==> config.mk <==
export PLATFORM = sky130hd
export DESIGN_NAME = crm_regs
export DESIGN_NICKNAME = d
export VERILOG_FILES = /design/src/common/crm_pkg.sv /design/src/rtl/crm_regs.sv
export VERILOG_INCLUDE_DIRS = /design/src /design/src/common
export SDC_FILE = /design/constraint.sdc
export NUM_CORES = 1
export LEC_CHECK = 0
export ABC_AREA = 0
export BUFFER_PORTS_ARGS = -buffer_cell sky130_fd_sc_hd__buf_2
export CORE_MARGIN = 2
export CORE_UTILIZATION = 60
export DETAILED_ROUTE_END_ITERATION = 12
export PLACE_DENSITY_LB_ADDON = 0.2
export SYNTH_ARGS = -nofsm -noshare
export SYNTH_HDL_FRONTEND = slang
export SYNTH_SLANG_ARGS = --single-unit
==> constraint.sdc <==
create_clock -name clk -period 10 [get_ports clk]
set_clock_uncertainty 0.2 [all_clocks]
set_input_delay 2 -clock clk [delete_from_list [all_inputs] [get_ports clk]]
set_output_delay 2 -clock clk [all_outputs]
set_load 0.05 [all_outputs]
==> src/common/crm_defs.svh <==
// Purpose: Offsets, field positions and reset values of the control register map
// Assumes: Byte-wide registers behind an 8-bit address pointer
// Notes:   Included by bare name
`ifndef CRM_DEFS_SVH
`define CRM_DEFS_SVH

`define CRM_PTR_RESET        8'h01
`define CRM_PTR_ADV_BIT      7
`define CRM_OFS_MISC_ONE     7'h01
`define CRM_OFS_MISC_TWO     7'h02
`define CRM_OFS_DATA_FLOW    7'h03
`define CRM_OFS_CLK_SRC      7'h04
`define CRM_OFS_SER_IN       7'h05
`define CRM_OFS_SER_OUT      7'h06
`define CRM_OFS_IRQ1_STAT    7'h07
`define CRM_OFS_IRQ2_STAT    7'h08
`define CRM_OFS_IRQ1_MASK    7'h09
`define CRM_OFS_IRQ1_MODE_H  7'h0A
`define CRM_OFS_IRQ1_MODE_L  7'h0B
`define CRM_OFS_IRQ2_MASK    7'h0C
`define CRM_OFS_IRQ2_MODE_H  7'h0D
`define CRM_OFS_IRQ2_MODE_L  7'h0E
`define CRM_OFS_RX_CS        7'h0F
`define CRM_OFS_RX_ERR       7'h10
`define CRM_OFS_RX_ERR_MASK  7'h11
`define CRM_OFS_CS_BUF_CTL   7'h12
`define CRM_OFS_U_BUF_CTL    7'h13
`define CRM_OFS_SUBCODE_LO   7'h14
`define CRM_OFS_SUBCODE_HI   7'h1D
`define CRM_OFS_RATE_RATIO   7'h1E
`define CRM_OFS_BUF_LO       7'h20
`define CRM_OFS_BUF_HI       7'h37
`define CRM_OFS_IDENT        7'h7F

// Bits that read back in the map; bits clear in a mask read as zero
`define CRM_MASK_CLK_SRC     8'h7F
`define CRM_MASK_IRQ2        8'h3F
`define CRM_MASK_RX_ERR      8'h7F
`define CRM_MASK_CS_BUF      8'h3F
`define CRM_MASK_U_BUF       8'h1F

// Control register reset values
`define CRM_RST_ZERO         8'h00

// Mode codes, high bit then low bit
`define CRM_MODE_RISE        2'h0
`define CRM_MODE_FALL        2'h1
`define CRM_MODE_LEVEL       2'h2

`endif

==> src/common/crm_pkg.sv <==
// Purpose: Types of the control register map
// Assumes: crm_defs.svh for numbers
// Notes:   Types only
package crm_pkg;

  typedef logic [7:0] crm_byte_t;

  typedef struct packed {
    logic [7:0]  ptr;
    logic [7:0]  misc_one;
    logic [7:0]  misc_two;
    logic [7:0]  data_flow;
    logic [7:0]  clk_src;
    logic [7:0]  ser_in;
    logic [7:0]  ser_out;
    logic [7:0]  irq1_stat;
    logic [7:0]  irq2_stat;
    logic [7:0]  irq1_mask;
    logic [7:0]  irq1_mode_h;
    logic [7:0]  irq1_mode_l;
    logic [7:0]  irq2_mask;
    logic [7:0]  irq2_mode_h;
    logic [7:0]  irq2_mode_l;
    logic [7:0]  rx_err;
    logic [7:0]  rx_err_mask;
    logic [7:0]  cs_buf_ctl;
    logic [7:0]  u_buf_ctl;
    logic [7:0]  src1_q;
    logic [7:0]  src2_q;
    logic [7:0]  rd_data;
    logic        irq;
  } crm_state_s;

endpackage : crm_pkg

==> src/rtl/crm_regs.sv <==
// Purpose: Control register bank and address pointer of the audio converter
// Assumes: Serial port front end delivers decoded byte strobes on clk
// Notes:   Event inputs come from core logic on clk, not synchronised
//
// Behaviour
// Pointer top bit set enables address advance; cleared disables it.
// Pointer low seven bits select the register for next access.
// Addresses 20-29 and 31 reserved; 30 rate ratio; 32-55 buffer. Reads at 20-29 return subcode storage.
// Host never writes reserved addresses during normal operation.
// Some reserved locations control test modes, altering normal behaviour.
// Each interrupt group has status, mask, and high/low mode registers.
// With advance on, pointer steps after each byte; otherwise fixed.
// Two mode bits select rising edge, falling edge or level trigger.
// Reserved addresses and zero-printed bits read back as zero; reads at reserved 20-29 return subcode storage instead.
`timescale 1ns/1ps
`include "crm_defs.svh"

module crm_regs #(
  parameter int BUF_DEPTH = 24,
  parameter int SUB_DEPTH = 10,
  parameter logic [7:0] IDENT_VALUE = 8'h5A  // Arbitrary identity value
) (
  input  wire logic        clk,
  input  wire logic        resetn,
  input  wire logic        ptr_wr,
  input  wire logic [7:0]  ptr_wdata,
  input  wire logic        data_wr,
  input  wire logic [7:0]  data_wdata,
  input  wire logic        data_rd,
  input  wire logic [7:0]  irq1_src,
  input  wire logic [7:0]  irq2_src,
  input  wire logic [7:0]  rx_err_src,
  input  wire logic [7:0]  rx_cs_in,
  input  wire logic [7:0]  rate_ratio_in,
  input  wire logic        sub_wr,
  input  wire logic [3:0]  sub_idx,
  input  wire logic [7:0]  sub_wdata,
  output logic      [7:0]  address_pointer,
  output logic      [7:0]  rd_data,
  output logic      [7:0]  misc_control_one,
  output logic      [7:0]  misc_control_two,
  output logic      [7:0]  data_flow_control,
  output logic      [7:0]  clock_source_control,
  output logic      [7:0]  serial_input_format,
  output logic      [7:0]  serial_output_format,
  output logic      [7:0]  status_buffer_control,
  output logic      [7:0]  user_buffer_control,
  output logic             test_mode_write,
  output logic             irq
);

  // ----------------------------------------
  // State
  // ----------------------------------------
  crm_pkg::crm_state_s st;
  crm_pkg::crm_state_s next_st;
  logic [7:0] buf_mem [BUF_DEPTH];
  logic [7:0] sub_mem [SUB_DEPTH];
  logic       test_wr_q;

  logic [6:0] cur_addr;
  logic [6:0] rd_addr;
  logic       adv;
  logic       is_reserved;
  logic       buf_hit;
  logic [4:0] buf_idx;
  logic [4:0] rd_buf_idx;
  logic [3:0] rd_sub_idx;
  logic [7:0] rd_mux;
  logic [7:0] irq1_hit;
  logic [7:0] irq2_hit;
  logic [7:0] err_hit;

  // ----------------------------------------
  // Event detection per mode pair
  // ----------------------------------------
  function automatic logic [7:0] crm_detect(input logic [7:0] cur, input logic [7:0] prev,
                                            input logic [7:0] mh, input logic [7:0] ml);
    logic [7:0] res;
    res = 8'h00;
    for (int i = 0; i < 8; i++)
    begin
      case ({mh[i], ml[i]})
        `CRM_MODE_RISE:  res[i] = cur[i] & ~prev[i];
        `CRM_MODE_FALL:  res[i] = ~cur[i] & prev[i];
        `CRM_MODE_LEVEL: res[i] = cur[i];
        default:         res[i] = 1'b0;
      endcase
    end
    return res;
  endfunction

  // ----------------------------------------
  // Address decode
  // ----------------------------------------
  always_comb
  begin
    cur_addr    = st.ptr[6:0];
    adv         = st.ptr[`CRM_PTR_ADV_BIT];
    buf_hit     = (cur_addr >= `CRM_OFS_BUF_LO) && (cur_addr <= `CRM_OFS_BUF_HI);
    buf_idx     = 5'(cur_addr - `CRM_OFS_BUF_LO);
    is_reserved = 1'b0;
    case (cur_addr)
      7'h00,
      `CRM_OFS_IRQ1_STAT, `CRM_OFS_IRQ2_STAT, `CRM_OFS_RX_CS, `CRM_OFS_RX_ERR,
      `CRM_OFS_RATE_RATIO, `CRM_OFS_IDENT:
        is_reserved = 1'b0;
      `CRM_OFS_MISC_ONE, `CRM_OFS_MISC_TWO, `CRM_OFS_DATA_FLOW, `CRM_OFS_CLK_SRC,
      `CRM_OFS_SER_IN, `CRM_OFS_SER_OUT, `CRM_OFS_IRQ1_MASK, `CRM_OFS_IRQ1_MODE_H,
      `CRM_OFS_IRQ1_MODE_L, `CRM_OFS_IRQ2_MASK, `CRM_OFS_IRQ2_MODE_H, `CRM_OFS_IRQ2_MODE_L,
      `CRM_OFS_RX_ERR_MASK, `CRM_OFS_CS_BUF_CTL, `CRM_OFS_U_BUF_CTL:
        is_reserved = 1'b0;
      default:
        is_reserved = !buf_hit;
    endcase
  end

  // ----------------------------------------
  // Read multiplexer
  // ----------------------------------------
  // Reads use the pointer as it will stand after any advance, so data is ready for the next byte
  always_comb
  begin
    rd_addr    = next_st.ptr[6:0];
    rd_buf_idx = 5'(rd_addr - `CRM_OFS_BUF_LO);
    rd_sub_idx = 4'(rd_addr - `CRM_OFS_SUBCODE_LO);
    case (rd_addr)
      `CRM_OFS_MISC_ONE:    rd_mux = next_st.misc_one;
      `CRM_OFS_MISC_TWO:    rd_mux = next_st.misc_two;
      `CRM_OFS_DATA_FLOW:   rd_mux = next_st.data_flow;
      `CRM_OFS_CLK_SRC:     rd_mux = next_st.clk_src & `CRM_MASK_CLK_SRC;
      `CRM_OFS_SER_IN:      rd_mux = next_st.ser_in;
      `CRM_OFS_SER_OUT:     rd_mux = next_st.ser_out;
      `CRM_OFS_IRQ1_STAT:   rd_mux = st.irq1_stat;
      `CRM_OFS_IRQ2_STAT:   rd_mux = st.irq2_stat & `CRM_MASK_IRQ2;
      `CRM_OFS_IRQ1_MASK:   rd_mux = next_st.irq1_mask;
      `CRM_OFS_IRQ1_MODE_H: rd_mux = next_st.irq1_mode_h;
      `CRM_OFS_IRQ1_MODE_L: rd_mux = next_st.irq1_mode_l;
      `CRM_OFS_IRQ2_MASK:   rd_mux = next_st.irq2_mask & `CRM_MASK_IRQ2;
      `CRM_OFS_IRQ2_MODE_H: rd_mux = next_st.irq2_mode_h & `CRM_MASK_IRQ2;
      `CRM_OFS_IRQ2_MODE_L: rd_mux = next_st.irq2_mode_l & `CRM_MASK_IRQ2;
      `CRM_OFS_RX_CS:       rd_mux = rx_cs_in;
      `CRM_OFS_RX_ERR:      rd_mux = st.rx_err & `CRM_MASK_RX_ERR;
      `CRM_OFS_RX_ERR_MASK: rd_mux = next_st.rx_err_mask & `CRM_MASK_RX_ERR;
      `CRM_OFS_CS_BUF_CTL:  rd_mux = next_st.cs_buf_ctl & `CRM_MASK_CS_BUF;
      `CRM_OFS_U_BUF_CTL:   rd_mux = next_st.u_buf_ctl & `CRM_MASK_U_BUF;
      `CRM_OFS_RATE_RATIO:  rd_mux = rate_ratio_in;
      `CRM_OFS_IDENT:       rd_mux = IDENT_VALUE;
      default:
      begin
        if ((rd_addr >= `CRM_OFS_SUBCODE_LO) && (rd_addr <= `CRM_OFS_SUBCODE_HI))
          rd_mux = sub_mem[rd_sub_idx];
        else if ((rd_addr >= `CRM_OFS_BUF_LO) && (rd_addr <= `CRM_OFS_BUF_HI))
          rd_mux = buf_mem[rd_buf_idx];
        else
          rd_mux = 8'h00;
      end
    endcase
  end

  // ----------------------------------------
  // Next state
  // ----------------------------------------
  always_comb
  begin
    next_st = st;
    irq1_hit = crm_detect(irq1_src, st.src1_q, st.irq1_mode_h, st.irq1_mode_l);
    irq2_hit = crm_detect(irq2_src & `CRM_MASK_IRQ2, st.src2_q, st.irq2_mode_h, st.irq2_mode_l);
    err_hit  = rx_err_src & `CRM_MASK_RX_ERR;
    next_st.src1_q = irq1_src;
    next_st.src2_q = irq2_src & `CRM_MASK_IRQ2;

    if (ptr_wr)
      next_st.ptr = ptr_wdata;
    else if (data_wr && !is_reserved)
    begin
      case (cur_addr)
        `CRM_OFS_MISC_ONE:    next_st.misc_one    = data_wdata;
        `CRM_OFS_MISC_TWO:    next_st.misc_two    = data_wdata;
        `CRM_OFS_DATA_FLOW:   next_st.data_flow   = data_wdata;
        `CRM_OFS_CLK_SRC:     next_st.clk_src     = data_wdata & `CRM_MASK_CLK_SRC;
        `CRM_OFS_SER_IN:      next_st.ser_in      = data_wdata;
        `CRM_OFS_SER_OUT:     next_st.ser_out     = data_wdata;
        `CRM_OFS_IRQ1_MASK:   next_st.irq1_mask   = data_wdata;
        `CRM_OFS_IRQ1_MODE_H: next_st.irq1_mode_h = data_wdata;
        `CRM_OFS_IRQ1_MODE_L: next_st.irq1_mode_l = data_wdata;
        `CRM_OFS_IRQ2_MASK:   next_st.irq2_mask   = data_wdata & `CRM_MASK_IRQ2;
        `CRM_OFS_IRQ2_MODE_H: next_st.irq2_mode_h = data_wdata & `CRM_MASK_IRQ2;
        `CRM_OFS_IRQ2_MODE_L: next_st.irq2_mode_l = data_wdata & `CRM_MASK_IRQ2;
        `CRM_OFS_RX_ERR_MASK: next_st.rx_err_mask = data_wdata & `CRM_MASK_RX_ERR;
        `CRM_OFS_CS_BUF_CTL:  next_st.cs_buf_ctl  = data_wdata & `CRM_MASK_CS_BUF;
        `CRM_OFS_U_BUF_CTL:   next_st.u_buf_ctl   = data_wdata & `CRM_MASK_U_BUF;
        default:              next_st.ptr         = st.ptr;
      endcase
    end

    // Pointer wraps within seven bits; advance bit is kept
    if (!ptr_wr && (data_wr || data_rd) && adv)
      next_st.ptr = {st.ptr[7], 7'(st.ptr[6:0] + 7'h01)};

    // Status reads clear; a new event in the same cycle wins
    if (data_rd && cur_addr == `CRM_OFS_IRQ1_STAT)
      next_st.irq1_stat = 8'h00;
    if (data_rd && cur_addr == `CRM_OFS_IRQ2_STAT)
      next_st.irq2_stat = 8'h00;
    if (data_rd && cur_addr == `CRM_OFS_RX_ERR)
      next_st.rx_err = 8'h00;
    next_st.irq1_stat = next_st.irq1_stat | irq1_hit;
    next_st.irq2_stat = next_st.irq2_stat | irq2_hit;
    next_st.rx_err    = next_st.rx_err | err_hit;

    next_st.rd_data = rd_mux;
    next_st.irq = |(next_st.irq1_stat & next_st.irq1_mask) |
                  |(next_st.irq2_stat & next_st.irq2_mask);
  end

  // ----------------------------------------
  // Registers
  // ----------------------------------------
  always_ff @(posedge clk or negedge resetn)
  begin
    if (!resetn)
    begin
      st       <= '0;
      st.ptr   <= `CRM_PTR_RESET;
      test_wr_q <= 1'b0;
    end
    else
    begin
      st        <= next_st;
      test_wr_q <= data_wr && !ptr_wr && is_reserved;
    end
  end

  // Buffer and subcode storage carry no reset; contents are undefined at power-up
  always_ff @(posedge clk)
  begin
    if (data_wr && !ptr_wr && buf_hit)
      buf_mem[buf_idx] <= data_wdata;
    if (sub_wr && (int'(sub_idx) < SUB_DEPTH))
      sub_mem[sub_idx] <= sub_wdata;
  end

  // ----------------------------------------
  // Outputs
  // ----------------------------------------
  assign address_pointer       = st.ptr;
  assign rd_data               = st.rd_data;
  assign misc_control_one      = st.misc_one;
  assign misc_control_two      = st.misc_two;
  assign data_flow_control     = st.data_flow;
  assign clock_source_control  = st.clk_src;
  assign serial_input_format   = st.ser_in;
  assign serial_output_format  = st.ser_out;
  assign status_buffer_control = st.cs_buf_ctl;
  assign user_buffer_control   = st.u_buf_ctl;
  assign test_mode_write       = test_wr_q;
  assign irq                   = st.irq;

endmodule // crm_regs

Word-level counts from Yosys, hierarchy flattened

Memories as Yosys holds them, arrays and structs flattened.
Index checks and enable logic that the tools add are counted.

Register bits after elaboration: 165
RAM bits: 272
Output and inout port bits: 82
Logic and storage cells: 255
Memories kept: 2

Memory list:

| name    | depth | bits a word | rd ports | clocked after Yosys merged registers in | wr ports | RTL line       | text |
|---|---|---|---|---|---|---|---|
| buf_mem | 24    | 8           | 1        | 0                                       | 1        | crm_regs.sv:57 | `logic [7:0] buf_mem [BUF_DEPTH];` |
| sub_mem | 10    | 8           | 1        | 0                                       | 1        | crm_regs.sv:58 | `logic [7:0] sub_mem [SUB_DEPTH];` |

$add $sub $neg: 4
$lt $le $gt $ge: 7
Eq/ne operators: 70
Multiplexer cells: 48
Bitwise gates (word level): 63
Reduce and logical (&&, ||, !) cells: 36

Operator list:

| kind                 | count |
|---|---|
| $mux W48             | 4 |
| $pmux W8 S21         | 1 |
| $mux W8              | 15 |
| $eq A7 B4 Y1 const B | 16 |
| $eq A7 B5 Y1 const B | 10 |
| $eq A7 B3 Y1 const B | 8 |
| $mux W23             | 2 |
| $pmux W1 S3          | 14 |
| $not A1 Y1           | 29 |
| $and A1 B1 Y1        | 28 |
| $eq A2 B1 Y1 const B | 14 |
| $eq A2 B2 Y1 const B | 14 |
| $eq A7 B2 Y1 const B | 4 |
| $logic_not A2 Y1     | 14 |
| $reduce_or A22 Y1    | 1 |
| $mux W7              | 3 |
| $mux W6              | 3 |
| $and A8 B8 Y8        | 2 |
| $reduce_or A8 Y1     | 2 |
| $eq A7 B1 Y1 const B | 2 |
| $eq A7 B7 Y1 const B | 2 |
| $ge A7 B6 Y1 const B | 2 |
| $le A7 B6 Y1 const B | 2 |
| $logic_and A1 B1 Y1  | 13 |
| 16 further kinds     | 23 |

Depth between registers and ports, before layout

Word-level depth: 11
Gate-level depth with buffers: 14
Gate-level depth less buffers: 12

Worst setup path after synthesis

No wires, ideal clock.

Kind: input to register
Start point: input port ptr_wr
End point: register st, in the netlist rd_data[3]
Data arrival time: 4.593 ns
Data required time: 9.674 ns
Setup slack: 5.081 ns
Stages on the path: 11
Path through: buf_4 or4_1 nand3_1 buf_2 buf_2 ha_1 a311oi_1 a211o_1 a21oi_1 or4b_1 o32a_1

RTL lines:

| element              | RTL line        | text |
|---|---|---|
| from (decl)          | crm_regs.sv:25  | `input wire logic ptr_wr,` |
| to (signal assigned) | crm_regs.sv:230 | `st <= next_st;` |
| to (decl)            | crm_regs.sv:55  | `crm_pkg::crm_state_s st;` |

==> results.md <==
- Status: finished clean
- Final setup fails: 0
- Ys Warns: 0
- Period minus WS final: 6.65 ns
- Bufs and invs on worst path: 4
- Clock sinks: 436
- Static Leak: 8.75 nW
- Total power: 4.60 mW
- Post-CTS Hold Fix Bufs: 0
- Overall Global Routing Usage: 32.6%
- Flops & latches, synth: 436
- Final-report hold violation count: 0
- Worst Hold Path EP: st[54]
- RSZ-0062 raised after global routing: no
- Fillers: 2432
- Final global-route overflow total: 0
- Crit-path leading delay family: buffers and inverters
- ANT cells: 0
- DRC: 0
- Port Buf Inserts: 146
- Chip width: 186 microns
- IO Pins: 156
- Max H-tree Level: 2
- Core area: 32500 sq um
- DP HPWL: 35600 microns
- Die height: 186 microns
- Multi-input logic area: 6470 sq um
- Sequential fraction of the synthesis area: 61.9%
- Hold wc startpoint: st[54]
- CTS resizes: 0
- Worst rel slew slack: 29.7%
- CP peak stage delay: 0.92 ns
- R2R Path Start: address_pointer[0]
- Layout cells sized above 1: 20.8%
- Root Driver: clkbuf_16
- Yosys cell types: 80
- Mapped Area: 19800 sq um
- Clock Latency Late Sink: 0.58 ns
- Required @ worst endpoint: 10.29 ns
- Routed length per placed instance: 26.3 microns
- Cell row count: 66
- Post-route clock period utilization: 66.5%
- TritonCTS Buffers: 46
- Hold Crit Depth: 1
- Worst setup EP type: flop
- Pins Over Slew Limit: 0
- R2r endpoint: rd_data[3]
- Crit path DAT: 6.94 ns
- Vias: 13995
- MaxCap Viol Count: 0
- CTS tree: built
- Critical Path Slowest Stage Cell: a2111oi_0
- Total die area: 34500 sq um
- Most common cell after layout, fill and taps aside: edfxtp_1
- VDD IR max: 141 uV
- Peak Freq: 150 MHz
- TritonRoute pass-1 iters: 7
- Crit path kind: primary input to flop
- Post-synth top flop: edfxtp_1
- Power Dens Cells: 212 nW/um^2
- Reg2Reg Setup Slack: 4.41 ns
- CP Max Fanout: 58
- Asr flop ratio synth: 37.6%
- Setup bufs post-CTS: 0
- Area grow syn2layout: 9.69%
- Number of synthesized flops with an enable pin: 272
- Syn Inst Count: 1598
- Worst R2R Path Depth: 12
- Startpoint Class: primary input
- Worst slew pin tran: 1.05 ns
- Largest net degree at the start of global routing: 100
- Initial Util: 60.9%
- Clk slew on worst S/H paths: 0.06 ns
- Number of DRC markers in iteration 0: 1572
- Mean area per synthesized cell: 12.4 sq um
- Setup TNS: 0 ns
- Global-route wire length before repair: 83000 microns
- GPL Wtd Cong: 0.986
- Crit-path cells: buf_2 -> nand2b_1 -> or3_1 -> buf_4 -> nand2_4 -> inv_2 -> buf_4 -> nand2_1 -> a311oi_1 -> a311oi_1 -> a2111oi_0 -> o32a_1
- Antenna-violating nets left: 0
- DR vias/cell: 6.59
- Longest Clk Path Bufs: 3
- Final Core Density: 66.8%
- Final nets: 1729
- Initial antenna violation count: 0
- Register Area: 12300 sq um
- Most frequent cells in the layout: edfxtp_1, nand2_1, dfrtp_1, buf_2, mux2_2
- WL final: 55800 microns
- Worst hold path class: flop to flop
- Vias in the first global route: 13479
[worst max path at each step]
stage | start | to | slack, ns | cells past startpoint
2_1_floorplan | ptr_wr | rd_data[3] | 5.08 | 11
3_3_place_gp | ptr_wr | rd_data[3] | 2.88 | 12
3_5_place_dp | ptr_wr | rd_data[3] | 2.82 | 12
4_1_cts | ptr_wr | rd_data[3] | 3.37 | 12
5_1_grt | ptr_wr | rd_data[3] | 3.00 | 12
6_report | ptr_wr | rd_data[3] | 3.35 | 12
[cell usage after synthesis (all sizes together), types with 6 or more instances]
cell type	count	area, sq um
a21o	9	67.6
mux2	95	1070
edfxtp	272	8170
o211ai	8	65.1
inv	21	83.8
a32oi	10	87.6
a21oi	14	81.3
nor2	81	304
a221o	20	200
buf	131	870
a311o	7	70.1
and2	7	43.8
clkbuf	42	159
nand2	204	768
nor4	6	37.5
or3	6	37.5
a22o	9	78.8
a311oi	28	245
nand2b	17	106
a221oi	8	87.6
a31oi	33	213
a2111oi	9	78.8
dfrtp	163	4080
and3	80	500
nand3	62	335
a211oi	56	420
a22oi	21	158
nor3b	12	90.1
ha	9	113
nor2b	18	113
nor3	20	100
mux2i	18	180
o21ai	20	108
nand4	20	125
[routing by layer]
| layer | share of wire, % | vias up | routed length [microns] | global-route usage (%) |
|---|---|---|---|---|
| li1 | - | 6071 | - | - |
| met1 | 39 | 6951 | 21800 | 43.6 |
| met2 | 46 | 797 | 25900 | 50.9 |
| met3 | 8.8 | 176 | 4890 | 5.60 |
| met4 | 5.9 | 0 | 3300 | 18.4 |
| met5 | 0 | - | 0 | 0 |
[power breakdown]
group | internal, mW | leakage (nW) | switching, mW
Combinational | 0.239 | 3.50 | 0.646
Sequential | 2.00 | 4.54 | 0.0596
Clock | 0.946 | 0.708 | 0.708
[registers in the layout, indices dropped and copies added (netlist names), 5 cells and up]
register               count
st                        88
serial_output_format       8
data_flow_control          8
status_buffer_control      6
rd_data                    8
clock_source_control       7
buf_mem                  192
misc_control_one           8
user_buffer_control        5
sub_mem                   80
address_pointer            8
serial_input_format        8
misc_control_two           8
[cell families (layout without fill, tap and decap cells)]
logic type | after synthesis | count (layout) | synth area share [%]
buffers and inverters | 194 | 273 | 5.61
XOR/XNOR | 4 | 4 | 0.177
AO/OA/AOI/OAI | 287 | 287 | 11.5
flip-flops | 436 | 436 | 61.9
other | 1 | 6 | 0.0189
adder cells (fa/ha/maj) | 9 | 9 | 0.568
AND/OR/NAND/NOR | 554 | 554 | 13.9
multiplexers | 113 | 113 | 6.32
[worst register-to-register path: stages, from the launching register on]
cell       delay, ns
dfstp_2         0.60
inv_1           0.11
ha_1            0.32
or3_1           0.11
buf_4           0.49
nand2_4         0.50
inv_2           0.68
buf_4           0.73
nand2_1         0.13
a311oi_1        0.31
a311oi_1        0.15
a2111oi_0       0.92
o32a_1          0.26
[cell type report]
type	count	share of cell area, %
inverter	21	0.385
multi-input combinational	973	29.8
clock buffer	60	5.63
timing repair buffer	168	4.15
sequential	436	56.4
tap	442	2.54
clock inverter	24	1.10
[metrics by stage]
| step | setup slack [ns] | cells | hold WS, ns | instance area (sq um) |
|---|---|---|---|---|
| after floorplan | 5.08 | 1603 | 0.245 | 19800 |
| after global placement | 2.88 | 2040 | 0.254 | 20300 |
| after detailed placement | 2.82 | 2040 | 0.266 | 20300 |
| after CTS | 3.37 | 2124 | 0.287 | 21700 |
| after global routing | 3.00 | 2124 | 0.300 | 21700 |
| final | 3.35 | 2124 | 0.288 | 21700 |
Power figures use the tool's default switching activity.
